$ cat src/design/epa_regs.svh
// Register indices, field positions, reset values and timing counts.
`ifndef EPA_REGS_SVH
`define EPA_REGS_SVH
`define EPA_IDX_BCTL 5'h00
`define EPA_IDX_STAT 5'h01
`define EPA_IDX_ID1 5'h02
`define EPA_IDX_ID2 5'h03
`define EPA_IDX_ADV 5'h04
`define EPA_IDX_LPA 5'h05
`define EPA_IDX_EXP 5'h06
`define EPA_IDX_MFC 5'h10
`define EPA_IDX_RCTL 5'h11
`define EPA_BCTL_RST 15
`define EPA_BCTL_LOOP 14
`define EPA_BCTL_SPD 13
`define EPA_BCTL_ANEN 12
`define EPA_BCTL_ISO 10
`define EPA_BCTL_RSTAN 9
`define EPA_BCTL_DUP 8
`define EPA_BCTL_COLT 7
`define EPA_BCTL_RESET 16'h3100
`define EPA_ADV_RESET 16'h05e1
`define EPA_ADV_SYM 10
`define EPA_ADV_ASYM 11
`define EPA_STAT_BASE 16'h780d
`define EPA_STAT_ANC 5
`define EPA_EXP_LPAN 0
`define EPA_EXP_PGR 1
`define EPA_MFC_TX 0
`define EPA_MFC_RX 1
`define EPA_MFC_SEL 2
`define EPA_RCTL_VRST 1
`define EPA_UNMAPPED 16'hffff
`define EPA_CLK_NS 50
`define EPA_SRST_NS 102000
`define EPA_SRST_CYC (`EPA_SRST_NS / `EPA_CLK_NS)
`define EPA_MD_HDR 6'h0c
`define EPA_MD_TA 6'h0d
`define EPA_MD_LAST 6'h1e
`endif

$ cat src/design/epa_pkg.sv
// Types shared by the emulated negotiation block.
package epa_pkg;
  typedef enum logic [4:0] {
    ST_START = 5'b00001,
    ST_CPL = 5'b00010,
    ST_PGR = 5'b00100,
    ST_RES = 5'b01000,
    ST_DONE = 5'b10000
  } epa_neg_e;
  typedef struct packed {
    logic speed100;
    logic full;
    logic tx_fc;
    logic rx_fc;
  } epa_mode_s;
  typedef struct packed {
    logic dup_pin;
    logic dup_pol;
    logic spd;
  } epa_strap_s;
endpackage : epa_pkg

$ cat src/design/epa_top.sv
// Emulated single-port management and negotiation block.
//
// Added by the designer: the plain strobed port and the register offsets.
`timescale 1ns/1ns
`include "epa_regs.svh"
module epa_top #(
  parameter logic [4:0] PHY_ADDR = 5'h00,
  parameter logic [15:0] ID1 = 16'h1234,
  parameter logic [15:0] ID2 = 16'h5670,
  parameter int SRST_CYC = `EPA_SRST_CYC
) (
  // Clock, reset and freeze.
  input wire logic clk_i,
  input wire logic rst_i,
  input wire logic ce_i,
  // Pins and straps.
  input wire logic external_reset_pin_n_i,
  input wire logic port_duplex_input_pin_i,
  input wire logic dup_pol_strap_i,
  input wire logic speed_strap_i,
  input wire logic mac_mode_i,
  input wire logic mdc_i,
  input wire logic mdio_i,
  output logic mdio_o,
  output logic mdio_oe_n_o,
  // Chip events.
  input wire logic dig_rst_i,
  input wire logic reload_i,
  // Register port.
  input wire logic [4:0] reg_addr_i,
  input wire logic [15:0] reg_wdata_i,
  input wire logic reg_wr_i,
  input wire logic reg_rd_i,
  output logic [15:0] reg_rdata_o,
  // Switch port settings.
  output epa_pkg::epa_mode_s mode_o,
  output logic neg_done_o,
  output logic loopback_o,
  output logic isolate_o,
  output logic coll_test_o
);
  // The ID values are arbitrary.
  localparam logic [11:0] SRST_W = 12'(SRST_CYC);

  logic [6:0] s1_q, s2_q;
  logic mdc_d_q, ext_rst, mdio_bit, mdc_rise, mac, anc_q, res_spd_q, res_full_q;
  epa_pkg::epa_strap_s strap_q;
  logic [15:0] emu_basic_control_reg_q, emu_advertisement_reg_q, emu_partner_ability_reg_q;
  logic [15:0] manual_flow_control_reg_q, chip_reset_control_reg_q, wr_dat;
  logic [1:0] exp_q;
  logic [11:0] srst_cnt_q;
  epa_pkg::epa_neg_e neg_q;
  logic blk_rst, hw_rst, an_en, wr_en, rstan, md_act_q, md_prev_q, md_rd_q, md_wr_q, md_we_q;
  logic [4:0] wr_idx, md_reg_q;
  logic [3:0] partner, common;
  logic [5:0] md_cnt_q;
  logic [15:0] md_sr_q, md_tx_q, md_wdat_q;
  logic [12:0] md_hdr;
  epa_pkg::epa_mode_s mode_d;

  // Best shared ability as {speed100, full}; bits are 100F,100H,10F,10H.
  function automatic logic [1:0] best_shared_ability(input logic [3:0] c);
    logic [1:0] r;
    r = 2'b00;
    if (c[3]) begin
      r = 2'b11;
    end else if (c[2]) begin
      r = 2'b10;
    end else if (c[1]) begin
      r = 2'b01;
    end
    return r;
  endfunction : best_shared_ability

  // Read multiplexer shared by the register port and the serial path.
  function automatic logic [15:0] rd_mux(input logic [4:0] idx);
    logic [15:0] r;
    r = `EPA_UNMAPPED;
    case (idx)
      `EPA_IDX_BCTL: r = emu_basic_control_reg_q;
      `EPA_IDX_STAT: r = `EPA_STAT_BASE | (16'(anc_q) << `EPA_STAT_ANC);
      `EPA_IDX_ID1: r = ID1;
      `EPA_IDX_ID2: r = ID2;
      `EPA_IDX_ADV: r = emu_advertisement_reg_q;
      `EPA_IDX_LPA: r = emu_partner_ability_reg_q;
      `EPA_IDX_EXP: r = {14'h0000, exp_q};
      `EPA_IDX_MFC: r = manual_flow_control_reg_q;
      `EPA_IDX_RCTL: r = chip_reset_control_reg_q;
      default: r = `EPA_UNMAPPED;
    endcase
    return r;
  endfunction : rd_mux

  // Synchronisers run through reset, so the straps are valid while it is held.
  always_ff @(posedge clk_i) begin
    if (ce_i) begin
      s1_q <= {mdc_i, mdio_i, mac_mode_i, speed_strap_i,
               dup_pol_strap_i, port_duplex_input_pin_i,
               external_reset_pin_n_i};
      s2_q <= s1_q;
      mdc_d_q <= s2_q[6];
    end
  end

  assign ext_rst = !s2_q[0];
  assign mdio_bit = s2_q[5];
  assign mac = s2_q[4];
  assign mdc_rise = s2_q[6] && !mdc_d_q;
  assign hw_rst = rst_i || ext_rst;
  assign blk_rst = hw_rst || dig_rst_i || reload_i ||
                   chip_reset_control_reg_q[`EPA_RCTL_VRST] ||
                   emu_basic_control_reg_q[`EPA_BCTL_RST];
  assign an_en = emu_basic_control_reg_q[`EPA_BCTL_ANEN];

  // Straps are caught only at hardware reset or reload.
  always_ff @(posedge clk_i) begin
    if (ce_i && (hw_rst || reload_i)) begin
      strap_q <= {s2_q[1], s2_q[2], s2_q[3]};
    end
  end

  // Write source: the register port wins over a serial write.
  always_comb begin
    wr_en = reg_wr_i || md_we_q;
    wr_idx = reg_wr_i ? reg_addr_i : md_reg_q;
    wr_dat = reg_wr_i ? reg_wdata_i : md_wdat_q;
  end
  assign rstan = wr_en && wr_idx == `EPA_IDX_BCTL && wr_dat[`EPA_BCTL_RSTAN];

  // Basic control; the reset bit holds the block in reset one cycle.
  always_ff @(posedge clk_i) begin
    if (blk_rst) begin
      emu_basic_control_reg_q <= `EPA_BCTL_RESET;
    end else if (ce_i && wr_en && wr_idx == `EPA_IDX_BCTL) begin
      emu_basic_control_reg_q <= wr_dat & ~(16'h0001 << `EPA_BCTL_RSTAN);
    end
  end
  always_ff @(posedge clk_i) begin
    if (blk_rst) begin
      emu_advertisement_reg_q <= `EPA_ADV_RESET;
    end else if (ce_i && wr_en && wr_idx == `EPA_IDX_ADV) begin
      emu_advertisement_reg_q <= wr_dat & 16'h0dff;
    end
  end
  always_ff @(posedge clk_i) begin
    if (blk_rst) begin
      manual_flow_control_reg_q <= 16'h0000;
    end else if (ce_i) begin
      manual_flow_control_reg_q[15:3] <= {10'h000, mode_d.full,
                                          mode_d.tx_fc, mode_d.rx_fc};
      if (wr_en && wr_idx == `EPA_IDX_MFC) begin
        manual_flow_control_reg_q[2:0] <= wr_dat[2:0];
      end
    end
  end

  // Chip-level reset bit clears itself after its count.
  always_ff @(posedge clk_i) begin
    if (hw_rst) begin
      chip_reset_control_reg_q <= 16'h0000;
      srst_cnt_q <= 12'h000;
    end else if (ce_i) begin
      if (chip_reset_control_reg_q[`EPA_RCTL_VRST]) begin
        srst_cnt_q <= srst_cnt_q + 12'h001;
        if (srst_cnt_q == SRST_W - 12'h001) begin
          chip_reset_control_reg_q <= 16'h0000;
        end
      end else if (wr_en && wr_idx == `EPA_IDX_RCTL) begin
        chip_reset_control_reg_q <= wr_dat & 16'h0002;
        srst_cnt_q <= 12'h000;
      end
    end
  end
  always_comb begin
    partner = {strap_q.spd && strap_q.dup_pin == strap_q.dup_pol,
               strap_q.spd,
               strap_q.dup_pin == strap_q.dup_pol,
               1'b1};
    common = emu_advertisement_reg_q[8:5] & partner;
  end
  always_ff @(posedge clk_i) begin
    if (blk_rst || (ce_i && rstan)) begin
      neg_q <= epa_pkg::ST_START;
      anc_q <= 1'b0;
      exp_q <= 2'b00;
      emu_partner_ability_reg_q <= 16'h0000;
      res_spd_q <= 1'b0;
      res_full_q <= 1'b0;
    end else if (ce_i) begin
      case (neg_q)
        epa_pkg::ST_START: begin
          if (an_en) begin
            neg_q <= epa_pkg::ST_CPL;
          end
        end
        epa_pkg::ST_CPL: begin
          anc_q <= 1'b1;
          neg_q <= epa_pkg::ST_PGR;
        end
        epa_pkg::ST_PGR: begin
          exp_q[`EPA_EXP_PGR] <= 1'b1;
          neg_q <= epa_pkg::ST_RES;
        end
        epa_pkg::ST_RES: begin
          neg_q <= epa_pkg::ST_DONE;
          if (|common) begin
            exp_q[`EPA_EXP_LPAN] <= 1'b1;
            {res_spd_q, res_full_q} <= best_shared_ability(common);
            emu_partner_ability_reg_q <= {4'h0,
              emu_advertisement_reg_q[11:10], 1'b0, partner,
              5'h01};
          end else begin
            exp_q[`EPA_EXP_LPAN] <= 1'b0;
            res_spd_q <= strap_q.spd;
            res_full_q <= 1'b0;
            emu_partner_ability_reg_q <= {4'h0,
              emu_advertisement_reg_q[11:10], 1'b0,
              1'b0, strap_q.spd, 1'b0, !strap_q.spd, 5'h01};
          end
        end
        epa_pkg::ST_DONE: begin
          neg_q <= epa_pkg::ST_DONE;
        end
        default: begin
          neg_q <= epa_pkg::ST_START;
        end
      endcase
    end
  end
  always_comb begin
    mode_d.speed100 = an_en ? res_spd_q
                    : emu_basic_control_reg_q[`EPA_BCTL_SPD];
    if (mac) begin
      mode_d.full = an_en ? (s2_q[1] == s2_q[2])
                  : emu_basic_control_reg_q[`EPA_BCTL_DUP];
    end else begin
      mode_d.full = an_en ? res_full_q
                  : emu_basic_control_reg_q[`EPA_BCTL_DUP];
    end
    if (!an_en || manual_flow_control_reg_q[`EPA_MFC_SEL]) begin
      mode_d.tx_fc = manual_flow_control_reg_q[`EPA_MFC_TX];
      mode_d.rx_fc = manual_flow_control_reg_q[`EPA_MFC_RX];
    end else begin
      mode_d.tx_fc = mode_d.full &&
                     emu_partner_ability_reg_q[`EPA_ADV_SYM];
      mode_d.rx_fc = mode_d.full &&
                     (emu_partner_ability_reg_q[`EPA_ADV_SYM] ||
                      emu_partner_ability_reg_q[`EPA_ADV_ASYM]);
    end
  end
  always_ff @(posedge clk_i) begin
    if (rst_i) begin
      mode_o <= '0;
      neg_done_o <= 1'b0;
      loopback_o <= 1'b0;
      isolate_o <= 1'b0;
      coll_test_o <= 1'b0;
    end else if (ce_i) begin
      mode_o <= mode_d;
      neg_done_o <= anc_q;
      loopback_o <= emu_basic_control_reg_q[`EPA_BCTL_LOOP];
      isolate_o <= emu_basic_control_reg_q[`EPA_BCTL_ISO];
      coll_test_o <= emu_basic_control_reg_q[`EPA_BCTL_COLT];
    end
  end
  always_ff @(posedge clk_i) begin
    if (rst_i) begin
      reg_rdata_o <= 16'h0000;
    end else if (ce_i && reg_rd_i) begin
      reg_rdata_o <= rd_mux(reg_addr_i);
    end
  end

  // Serial management frame receiver and responder.
  assign md_hdr = {md_sr_q[11:0], mdio_bit};
  always_ff @(posedge clk_i) begin
    if (rst_i) begin
      md_act_q <= 1'b0;
      md_prev_q <= 1'b0;
      md_cnt_q <= 6'h00;
      md_sr_q <= 16'h0000;
      md_rd_q <= 1'b0;
      md_wr_q <= 1'b0;
      md_reg_q <= 5'h00;
      md_tx_q <= 16'h0000;
      md_we_q <= 1'b0;
      md_wdat_q <= 16'h0000;
      mdio_o <= 1'b1;
      mdio_oe_n_o <= 1'b1;
    end else if (ce_i) begin
      md_we_q <= 1'b0;
      if (mdc_rise) begin
        md_prev_q <= mdio_bit;
        if (!md_act_q) begin
          if (md_prev_q && !mdio_bit) begin
            md_act_q <= 1'b1;
            md_cnt_q <= 6'h00;
          end
        end else begin
          md_cnt_q <= md_cnt_q + 6'h01;
          md_sr_q <= {md_sr_q[14:0], mdio_bit};
          if (md_cnt_q == `EPA_MD_HDR) begin
            md_reg_q <= md_hdr[4:0];
            md_rd_q <= md_hdr[11:10] == 2'b10 && md_hdr[9:5] == PHY_ADDR &&
                       !mac && md_hdr[4:0] <= `EPA_IDX_EXP;
            md_wr_q <= md_hdr[11:10] == 2'b01 && md_hdr[9:5] == PHY_ADDR &&
                       !mac && md_hdr[4:0] <= `EPA_IDX_EXP;
            if (!md_hdr[12]) begin
              md_act_q <= 1'b0;
            end
          end
          if (md_cnt_q == `EPA_MD_TA && md_rd_q) begin
            mdio_o <= 1'b0;
            mdio_oe_n_o <= 1'b0;
            md_tx_q <= rd_mux(md_reg_q);
          end
          if (md_cnt_q > `EPA_MD_TA && md_cnt_q < `EPA_MD_LAST && md_rd_q) begin
            mdio_o <= md_tx_q[15];
            md_tx_q <= {md_tx_q[14:0], 1'b0};
          end
          if (md_cnt_q == `EPA_MD_LAST) begin
            md_act_q <= 1'b0;
            md_prev_q <= 1'b0;
            mdio_o <= 1'b1;
            mdio_oe_n_o <= 1'b1;
            md_rd_q <= 1'b0;
            md_wr_q <= 1'b0;
            md_we_q <= md_wr_q;
            md_wdat_q <= {md_sr_q[14:0], mdio_bit};
          end
        end
      end
    end
  end
endmodule : epa_top

$ cat config.mk
export PLATFORM = sky130hd
export DESIGN_NAME = epa_top
export DESIGN_NICKNAME = d
export VERILOG_FILES = /design/src/design/epa_pkg.sv /design/src/design/epa_top.sv
export VERILOG_INCLUDE_DIRS = /design/src /design/src/design
export SDC_FILE = /design/constraint.sdc
export NUM_CORES = 1
export LEC_CHECK = 0
export BUFFER_PORTS_ARGS = -buffer_cell sky130_fd_sc_hd__buf_2
export CAP_MARGIN = 20
export CORE_UTILIZATION = 50
export DETAILED_ROUTE_END_ITERATION = 10
export PLACE_DENSITY_LB_ADDON = 0.2
export SYNTH_ARGS = -nofsm -noshare
export SYNTH_HDL_FRONTEND = slang
export SYNTH_SLANG_ARGS = --single-unit
export TNS_END_PERCENT = 30
$ cat constraint.sdc
create_clock -name clk_i -period 1.86 [get_ports clk_i]
set_input_delay 0.372 -clock clk_i [delete_from_list [all_inputs] [get_ports clk_i]]
set_output_delay 0.372 -clock clk_i [all_outputs]
set_load 0.05 [all_outputs]
Yosys cells after proc, flatten, opt, wreduce, memory -nomap -nowiden
Cells that the tools add are included. W data, S select, Z words.

Add/subtract/negate cells: 2. Multiply operators: 0. Div/mod/pow operators: 0. $lt $le $gt $ge: 3. Equal/unequal tests: 34. Shift operators: 0. Mux-type cells: 45. Bitwise operators: 1. Reductions and logical operators: 68.

Operator list (number): $pmux W16 S9 (2); $mux W16 (6); $eq A5 B3 Y1 const B (8); $eq A5 B5 Y1 const B (7); $mux W1 (26); $eq A5 B2 Y1 const B (5); $logic_and A1 B1 Y1 (24); $mux W12 (2); $reduce_and A4 Y1 (6); $logic_not A5 Y1 (4); $pmux W5 S4 (1); $eq A5 B1 Y1 const B (3); $reduce_and A2 Y1 (7); $add A12 B1 Y12 const B (1); $eq A12 B11 Y1 const B (1); $eq A6 B4 Y1 const B (2); $mux W6 (2); $logic_or A1 B1 Y1 (10); $mux W5 (2); $reduce_bool A2 Y1 (5); $mux W9 (1); $reduce_and A3 Y1 (3); $add A6 B1 Y6 const B (1); $eq A6 B5 Y1 const B (1); other kinds (15) (23).

Register bits: 189. Latch bits: 0. Memory bits (writable): 0. Memory bits (read-only): 0. Input port bits: 35. Output and inout port bits: 26. Word-level logic and storage cells: 194. Memories: 0.

Logic depth before layout (Yosys ltp)
Gate-level depths: netlist (run 1).

Depth in word-level cells: 7. Depth in mapped cells: 8. Mapped depth without buffers: 7.

Worst setup path after synthesis (run 1)
OpenSTA, ideal clock, no wires.

Path type: flip-flop to flip-flop. From: reg md_cnt_q[0]. To: reg md_tx_q[12]. Setup time: 0.122 ns. Data arrival time: 1.622 ns. Data required time: 1.738 ns. Setup slack: 0.116 ns. Stages on the path, launching flop included: 7. Buffers on the path: 0. Clock period less this slack: 1.744 ns. Cells stage by stage: dfxtp_1 -> inv_1 -> ha_1 -> nand3b_2 -> a31oi_4 -> nor2_2 -> a221o_1.

Word-level cells in the longest chain between the ends: 5. Elaborated cells between the ends (all ways): 9. Classes of those cells: 2 x order compare; 1 x eq/ne; 1 x mux; 5 x reduce/logical.

RTL lines: from (decl) (RTL line epa_top.sv:56) `logic [5:0] md_cnt_q;`; from (signal assigned) (RTL line epa_top.sv:300) `md_cnt_q <= md_cnt_q + 6'h01;`; $gt A6 B4 Y1 (no line) / $lt A6 B5 Y1 (equally long branches); $logic_and A1 B1 Y1 (no line); $logic_and A1 B1 Y1 (RTL line epa_top.sv:317) `` if (md_cnt_q > `EPA_MD_TA && md_cnt_q < `EPA_MD_LAST && md_rd_q) begin ``; $reduce_bool A2 Y1 (no line); $reduce_and A4 Y1 (no line); to (signal assigned) (RTL line epa_top.sv:315) `md_tx_q <= rd_mux(md_reg_q);`; to (signal assigned) (RTL line epa_top.sv:319) `md_tx_q <= {md_tx_q[14:0], 1'b0};`; to (decl) (RTL line epa_top.sv:57) `logic [15:0] md_sr_q, md_tx_q, md_wdat_q;`.

Parallel ways exist; a longest one is shown, timed or not. A chain may end at the register's enable or synchronous reset.

Worst setup path after layout (run 1)
From: reg md_reg_q[3]. To: reg emu_basic_control_reg_q[1].

Word-level cells in the longest chain between the ends: 3.

RTL lines: from (decl) (RTL line epa_top.sv:54) `logic [4:0] wr_idx, md_reg_q;`; from (signal assigned) (RTL line epa_top.sv:303) `md_reg_q <= md_hdr[4:0];`; $mux W5 (RTL line epa_top.sv:125) `wr_idx = reg_wr_i ? reg_addr_i : md_reg_q;`; $logic_not A5 Y1 (no line); $logic_and A1 B1 Y1 (no line); to (signal assigned) (RTL line epa_top.sv:133) `` emu_basic_control_reg_q <= `EPA_BCTL_RESET; ``; to (signal assigned) (RTL line epa_top.sv:135) `` emu_basic_control_reg_q <= wr_dat & ~(16'h0001 << `EPA_BCTL_RSTAN); ``; to (decl) (RTL line epa_top.sv:48) `logic [15:0] emu_basic_control_reg_q, emu_advertisement_reg_q, emu_partner_ability_reg_q;`.

No other way between the ends.

==> flow_summary_export.csv, run 1 <==
group,metric,value,unit
placement,dp_slack,-0.03706,ns
floorplanning,ios,61,
timing,clock_skew,0.008489,ns
logic_synthesis,ys_ff_latch,169,
grt,antenna_found_initial,0,
grt,grt_max_degree,66,
worst_hold_path,hold_end,"s1_q[3]$_DFFE_PP_",
pwr,p_total,7.740,mW
drt,ant_nets,0,
critical_path,path_depth,8,
timing,setup_viol,0,
critical_path,worstPathRequired,2.21,ns
critical_path,crit_type,"reg -> reg",
drt,dr.pass1.iters,9,
timing,max_freq,551.2,MHz
outcome,outcome,"finished, final reports clean",
logic_synthesis,synth_seq_area_share,44.49,%
timing,setup_ws,0.04570,ns
drt,dr_total_vias,7102,
floorplanning,die-area,16530,um2
placement,place.gp.congestion,1.040,
cts,clockBufferDepth,2,
cts,cts_root_buffer,"clkbuf_16",
timing,holdWs,0.1171,ns
grt,overflow,0,
drt,routed_wl,22680,um
pwr,ir_drop,0.0006473,V
cts,cts_hold_buffers,0,
floorplanning,start_util,51.91,%
logic_synthesis,synth_flop_cell,"dfxtp_1",
run,drv_cap,0,
drt,drt_iter0_markers,546,
drt,routed_via_density,5.998,
grt,grt_pass1_wl,35580,um
timing,min_period,1.814,ns
worst_hold_path,hp-class,"in -> reg",
critical_path,slowest_delay,0.33,ns
timing,tightest_slew,0.5186,ns
grt,grt_pass1_vias,6670,
floorplanning,core.rowCount,45,
cts,h-tree-depth,4,
critical_path,r2r_slack,0.05,ns
critical_path,crit_family,"simple AND/OR/NAND/NOR gates",
final_layout,areaGrowthSynthToFinish,20.59,%
final_layout,drive_above_1_share,26.00,%
logic_synthesis,netlist_area,8009,um2
cts,clk_latency,0.43,ns
timing,tns,0,ns
drt,drc,0,
logic_synthesis,yosysWarnings,0,
pwr,cellPowerDensity,801.4,nW/um2
logic_synthesis,synth_edf_count,18,
drt,routedWlPerCell,19.16,um
final_layout,diodes,0,
floorplanning,core-area,15430,um2
grt,grtUsageTotal,28.19,%
timing,rsz0062_at_grt,"yes",
placement,placed_cells_incl_taps,1150,
critical_path,crit_slowest_cell,"dfxtp_1",
floorplanning,die_h,128.6,um
timing,hold_viol_final,0,
placement,placement.io_buffers,60,
critical_path,cp-end-kind,"flop",
critical_path,crit_chain,"buf_6, nor4b_4, buf_4, o221ai_4, nor2_4, buf_12, nor2_1, a211oi_2",
logic_synthesis,yosysUniqueCellTypes,88,
timing,period_share,97.54,%
timing,slew_headroom,65.38,%
timing,maxSlewViolCount,0,
logic_synthesis,syn_inst,850,
final_layout,final_net_count,1001,
final_layout,finalNonFillerCells,1184,
cts,clk_pin_slew_worst_paths,0.06,ns
critical_path,reg2reg_to,"emu_basic_control_reg_q[1]$_SDFFE_PP0P_",
placement,dpl.hpwl,16640,um
critical_path,startpoint_type,"flop",
critical_path,cp_max_fo,13,
critical_path,r2r_start,"md_reg_q[3]$_SDFFE_PP0P_",
cts,cts_buffers,17,
pwr,leakage,3.610,nW
floorplanning,die_w,128.6,um
worst_hold_path,holdPathStages,1,
worst_hold_path,worstHoldStart,"speed_strap_i",
logic_synthesis,syn_nets,891,
critical_path,critical_path_buf_inv_count,3,
logic_synthesis,ys_async_sr_fraction,0,%
critical_path,worstRegToRegCells,8,
cts,cts_tree,"built",
cts,cts_sinks,169,
critical_path,arrival,2.16,ns
logic_synthesis,avgSynthCellArea,9.422,um2
## worst register-to-register path: stages (launching register included)
cell and delay (ns):
dfxtp_1 0.33, buf_6 0.17, nor4b_4 0.26, buf_4 0.18, o221ai_4 0.16, nor2_4 0.23, buf_12 0.16, nor2_1 0.05
a211oi_2 0.19
## stage by stage
stage / instance area, um2 / utilization, %
2_1_floorplan: 8009 / -
3_3_place_gp: 8964 / 58.10
3_5_place_dp: 8964 / 58.10
4_1_cts: 9544 / 61.87
5_1_grt: 9658 / 62.60
6_report: 9658 / 62.60
## cell usage after synthesis, drive strengths merged, types with 5 or more instances
master | number | area (um2)
a211oi | 31 | 312.8
a21oi | 60 | 300.3
a222oi | 8 | 80.08
a22o | 17 | 148.9
a22oi | 11 | 82.58
a311oi | 11 | 96.34
a31oi | 8 | 65.06
and3b | 5 | 43.79
buf | 35 | 215.2
clkbuf | 20 | 75.07
dfxtp | 151 | 3023
edfxtp | 18 | 540.5
ha | 6 | 75.07
inv | 17 | 63.81
mux2 | 7 | 78.83
mux2i | 32 | 320.3
nand2 | 98 | 370.4
nand2b | 13 | 96.35
nand3 | 10 | 50.05
nand3b | 6 | 48.80
nand4b | 5 | 58.80
nor2 | 97 | 374.1
nor2b | 10 | 62.56
nor3 | 22 | 181.4
nor3b | 6 | 50.05
nor4 | 9 | 107.6
o211ai | 12 | 95.09
o21a | 6 | 45.04
o21ai | 25 | 132.6
o32ai | 5 | 43.79
or2 | 7 | 43.79
xor2 | 11 | 96.34
## layer usage
layer | vias to the layer above | global-route usage, % | part of all wire [%]
met5 | - | 0 | 0
met4 | 0 | 10.80 | 2.7
met3 | 45 | 4.200 | 5.4
met2 | 296 | 46.77 | 47
met1 | 3420 | 37.12 | 45
li1 | 3341 | - | -
## cells by family (layout without fill, tap and decap cells)
kind of cell / after synthesis / after routing / share of synthesized area, %
and+or+nand+nor: 314 / 314 / 21.31
AOI/OAI and AO/OA: 236 / 236 / 22.32
DFF: 169 / 169 / 44.49
buffers and inverters: 72 / 195 / 4.421
muxes: 39 / 39 / 4.984
xor gates and xnor gates: 14 / 14 / 1.531
adders and majority gates: 6 / 6 / 0.9373
## flip-flops by register name, summed over array words and instances, names as in the netlist, 7 cells and up
name,flops
md_tx_q,16
emu_basic_control_reg_q,15
srst_cnt_q,12
md_wdat_q,16
emu_partner_ability_reg_q,7
emu_advertisement_reg_q,11
s2_q,7
s1_q,7
md_sr_q,15
reg_rdata_o,16
## cell type report
cell class	instances	area (um2)
fillers	1318	5769
multi-input cells	609	4165
flip-flops and latches	169	3570
repair buffers	146	1025
clock buffers	20	467.9
well taps	211	264.0
clock inverters	12	102.6
inverters	17	63.81
## worst max-delay path by stage
stage	slack, ns	to	from
global route	-0.05	emu_basic_control_reg_q[7]$_SDFFE_PP0P_	md_reg_q[3]$_SDFFE_PP0P_
detailed placement	-0.04	srst_cnt_q[8]$_SDFFE_PP0P_	reg_wr_i
CTS	0.008	srst_cnt_q[10]$_SDFFE_PP0P_	md_reg_q[3]$_SDFFE_PP0P_
floorplan	0.12	md_tx_q[12]$_SDFFE_PP0P_	md_cnt_q[0]$_SDFFE_PP0P_
global placement	0.02	srst_cnt_q[4]$_SDFFE_PP0P_	reg_wr_i
finish	0.05	emu_basic_control_reg_q[1]$_SDFFE_PP0P_	md_reg_q[3]$_SDFFE_PP0P_
## timing repair
| action | in CTS | in global routing |
|---|---|---|
| setup buffers | 0 | 1 |
| endpoints found under the setup margin | 8 | 47 |
| pin swaps | 0 | 6 |
| gates resized for setup | 2 | 21 |
| gates cloned | 0 | 1 |
## cell usage in the layout (no fill, tap or decap), drive strengths merged, types with 5 or more instances in the layout
master    n
dfxtp   151
o21a      6
o211ai   12
nor3     22
a31oi     8
and3b     5
inv      24
edfxtp   18
a211oi   31
nand3b    6
clkbuf   21
a21oi    60
a222oi    8
buf     145
nand2    98
o21ai    25
mux2      7
nand4b    5
nand3    10
nor2b    10
mux2i    32
ha        6
nand2b   13
o32ai     5
a311oi   11
or2       7
nor3b     6
a22o     17
nor4      9
a22oi    11
nor2     97
xor2     11
## power by group
part	internal [mW]	switching, mW
Clock	1.87	1.55
Sequential	3.74	0.0382
Combinational	0.179	0.364
Total	5.79	1.95
No activity file was read; power rests on OpenSTA's default activity.
==> inputs of run 2 (changes only) <==
--- a/config.mk
+++ b/config.mk
@@ -6,6 +6,7 @@
 export SDC_FILE = /design/constraint.sdc
 export NUM_CORES = 1
 export LEC_CHECK = 0
+export ABC_AREA = 1
 export BUFFER_PORTS_ARGS = -buffer_cell sky130_fd_sc_hd__buf_2
 export CAP_MARGIN = 20
 export CORE_UTILIZATION = 50
==> run 2 against run 1 <==
  * Die area is 2.7% lower
  * Highest routed layer unchanged
  * Sequential cell count stayed put
  * Clock power is 6.7% higher
  * Register-to-register slack better by 0.05 ns
  * Non-clock buffer count is 42 lower
  * Area after synthesis fell by 2.7%
  * Synthesized cell count rose by 27%
  * Worst hold slack got worse by 0.0080 ns
  * Fmax rose by 2.7%
  * Worst setup slack better by 0.047 ns
  * Sequential share of layout area up 2.2 points
  * Sequential power barely moved
==> flow_summary_export.csv, run 2 <==
group,metric,value,unit
outcome,outcome,"finished, final reports clean",
drt,routed_wl,21490,um
timing,tightest_slew,0.4581,ns
pwr,ir_drop,0.0006167,V
critical_path,crit_start,"md_reg_q[4]$_SDFFE_PP0P_",
timing,max_freq,565.8,MHz
grt,grt_pass1_vias,6390,
placement,placement.io_buffers,60,
floorplanning,core-area,15200,um2
drt,maxUsedRoutingLayer,"met4",
drt,ant_nets,0,
critical_path,cp-end-kind,"flop",
logic_synthesis,synth_top_area_share,38.81,%
grt,grt_pass1_wl,33650,um
timing,period_share,95.02,%
cts,clockBufferDepth,2,
final_layout,finalNonFillerCells,1367,
logic_synthesis,ys_async_sr_fraction,0,%
timing,maxSlewViolCount,0,
logic_synthesis,yosysWarnings,0,
logic_synthesis,syn_inst,1082,
grt,antenna_found_initial,0,
timing,setup_ws,0.09267,ns
logic_synthesis,avgSynthCellArea,7.200,um2
cts,clk_latency,0.43,ns
critical_path,startpoint_type,"flop",
pwr,cellPowerDensity,870.7,nW/um2
grt,grtUsageTotal,27.41,%
cts,cts_root_buffer,"clkbuf_16",
timing,tns,0,ns
grt,overflow,0,
timing,min_period,1.767,ns
drt,dr.pass1.iters,6,
final_layout,fillers,1487,
floorplanning,start_util,51.24,%
grt,grt_max_degree,40,
critical_path,arrival,2.08,ns
timing,holdWs,0.1090,ns
logic_synthesis,synth_edf_count,18,
final_layout,final_cell_mix,"nand2_1, dfxtp_1, nor2_1",
critical_path,cp_max_fo,8,
logic_synthesis,synth_seq_area_share,45.74,%
placement,dp_slack,0.03314,ns
critical_path,critPathCapture,"md_tx_q[10]$_SDFFE_PP0P_",
critical_path,slowest_delay,0.54,ns
timing,clock_skew,0.005881,ns
drt,wl_met1,9727,um
timing,setup_viol,0,
floorplanning,die_h,126.8,um
critical_path,r2r_start,"md_reg_q[4]$_SDFFE_PP0P_",
logic_synthesis,yosys.cell_count.top_type,"nand2_1",
critical_path,crit_top_cell,"nand2_1",
cts,cts_buffers,17,
timing,hold_viol_final,0,
logic_synthesis,yosysUniqueCellTypes,38,
critical_path,crit_slowest_cell,"dfxtp_1",
critical_path,r2r_slack,0.09,ns
final_layout,drive_above_1_share,14.67,%
floorplanning,die-area,16080,um2
final_layout,areaGrowthSynthToFinish,16.88,%
logic_synthesis,yosys-top-cells-area,"dfxtp_1, nand2_1, a21oi_1, edfxtp_1, o21ai_0",
logic_synthesis,syn_nets,1123,
worst_hold_path,holdPathStages,1,
drt,dr_wl_met2,9566,um
placement,placed_cells_incl_taps,1335,
drt,routed_via_density,5.415,
floorplanning,core.rowCount,45,
drt,dr_total_vias,7402,
logic_synthesis,ys_ff_latch,169,
cts,cts_sinks,169,
drt,drc,0,
logic_synthesis,synth_flop_cell,"dfxtp_1",
timing,slew_headroom,69.14,%
final_layout,mostFrequentLayoutCell,"nand2_1",
logic_synthesis,synth_area_leader_cell,"dfxtp_1",
pwr,leakage,3.800,nW
logic_synthesis,synthTopCellsByCount,"nand2_1, dfxtp_1, nor2_1",
floorplanning,die_w,126.8,um
run,drv_cap,0,
critical_path,worstPathRequired,2.17,ns
critical_path,crit_type,"reg -> reg",
placement,dpl.hpwl,16070,um
timing,rsz0062_at_grt,"no",
cts,cts_tree,"built",
cts,post_cts_buffers,0,
logic_synthesis,netlist_area,7790,um2
final_layout,diodes,0,
final_layout,final_net_count,1207,
pwr,p_total,7.927,mW
critical_path,reg2reg_to,"md_tx_q[10]$_SDFFE_PP0P_",
worst_hold_path,hp-class,"in -> reg",
drt,routed-wl-met3,1519,um
critical_path,worstRegToRegCells,9,
placement,place.gp.congestion,1.041,
cts,cts_hold_buffers,0,
drt,drt_iter0_markers,718,
critical_path,crit_chain,"inv_2, nand2_1, inv_1, nand3_1, o21ai_0, nor2_1, nand2_1, nand2_1, a21oi_1",
drt,routedWlPerCell,15.72,um
cts,clk_pin_slew_worst_paths,0.07,ns
final_layout,reg_top3,"md_tx_q x16, md_wdat_q x16, reg_rdata_o x16",
floorplanning,ios,61,
cts,h-tree-depth,4,
## run 2: layout make-up
type / instances / area, um2 / area share [%]
sequential: 169 / 3570 / 39.21
multi-input combinational: 747 / 3560 / 39.10
timing repair buffer: 104 / 655.6 / 7.201
inverter: 127 / 479.2 / 5.263
clock buffer: 17 / 425.4 / 4.672
tap: 188 / 235.2 / 2.583
clock inverter: 15 / 180.2 / 1.979
## run 2: stage by stage
step / util (%) / instance area, um2
after floorplan: - / 7790
after global placement: 55.75 / 8476
after global routing: 59.89 / 9105
after CTS: 59.74 / 9081
final: 59.89 / 9105
after detailed placement: 55.75 / 8476
## run 2: per-layer routing
metal / track usage [%] / up-vias
met4: 11.55 / 0
met3: 5.525 / 46
met1: 37.16 / 3345
li1: - / 3733
met2: 42.57 / 278
met5: 0 / -
## run 2: kinds of logic (layout without fill, tap and decap cells)
| logic type | Yosys count | count (layout) | synth area share (%) |
|---|---|---|---|
| and+or+nand+nor | 462 | 462 | 24.91 |
| xor gates and xnor gates | 8 | 8 | 0.8994 |
| DFF | 169 | 169 | 45.74 |
| AOI/OAI and AO/OA | 271 | 271 | 18.73 |
| adders and majority gates | 6 | 6 | 0.9637 |
| buffers and inverters | 166 | 263 | 8.753 |
## run 2: worst min path at each step
stage               slack [ns]              endpoint               from
floorplan                 0.40  partner[2]$_DFFE_PP_  s2_q[3]$_DFFE_PP_
global placement          0.40     s2_q[4]$_DFFE_PP_  s1_q[4]$_DFFE_PP_
detailed placement        0.40     s2_q[1]$_DFFE_PP_  s1_q[1]$_DFFE_PP_
CTS                       0.09     s1_q[4]$_DFFE_PP_         mac_mode_i
global route              0.09     s1_q[4]$_DFFE_PP_         mac_mode_i
finish                    0.11     s1_q[2]$_DFFE_PP_    dup_pol_strap_i
## run 2: report_power, final
group | internal, mW | switching (mW)
clock network | 2.04 | 1.61
logic | 0.149 | 0.359
registers | 3.75 | 0.0295
## run 2: what timing repair did
item	CTS	global route
endpoints found under the setup margin	0	23
gates resized for setup	0	8
hold endpoints to repair	0	0
## run 2: worst max-delay path, delay by kind of cell, from the launching register on
kind | cells | cell delay, ns
and+or+nand+nor | 5 | 0.70
AOI/OAI and AO/OA | 2 | 0.16
DFF | 1 | 0.54
buffers and inverters | 2 | 0.24
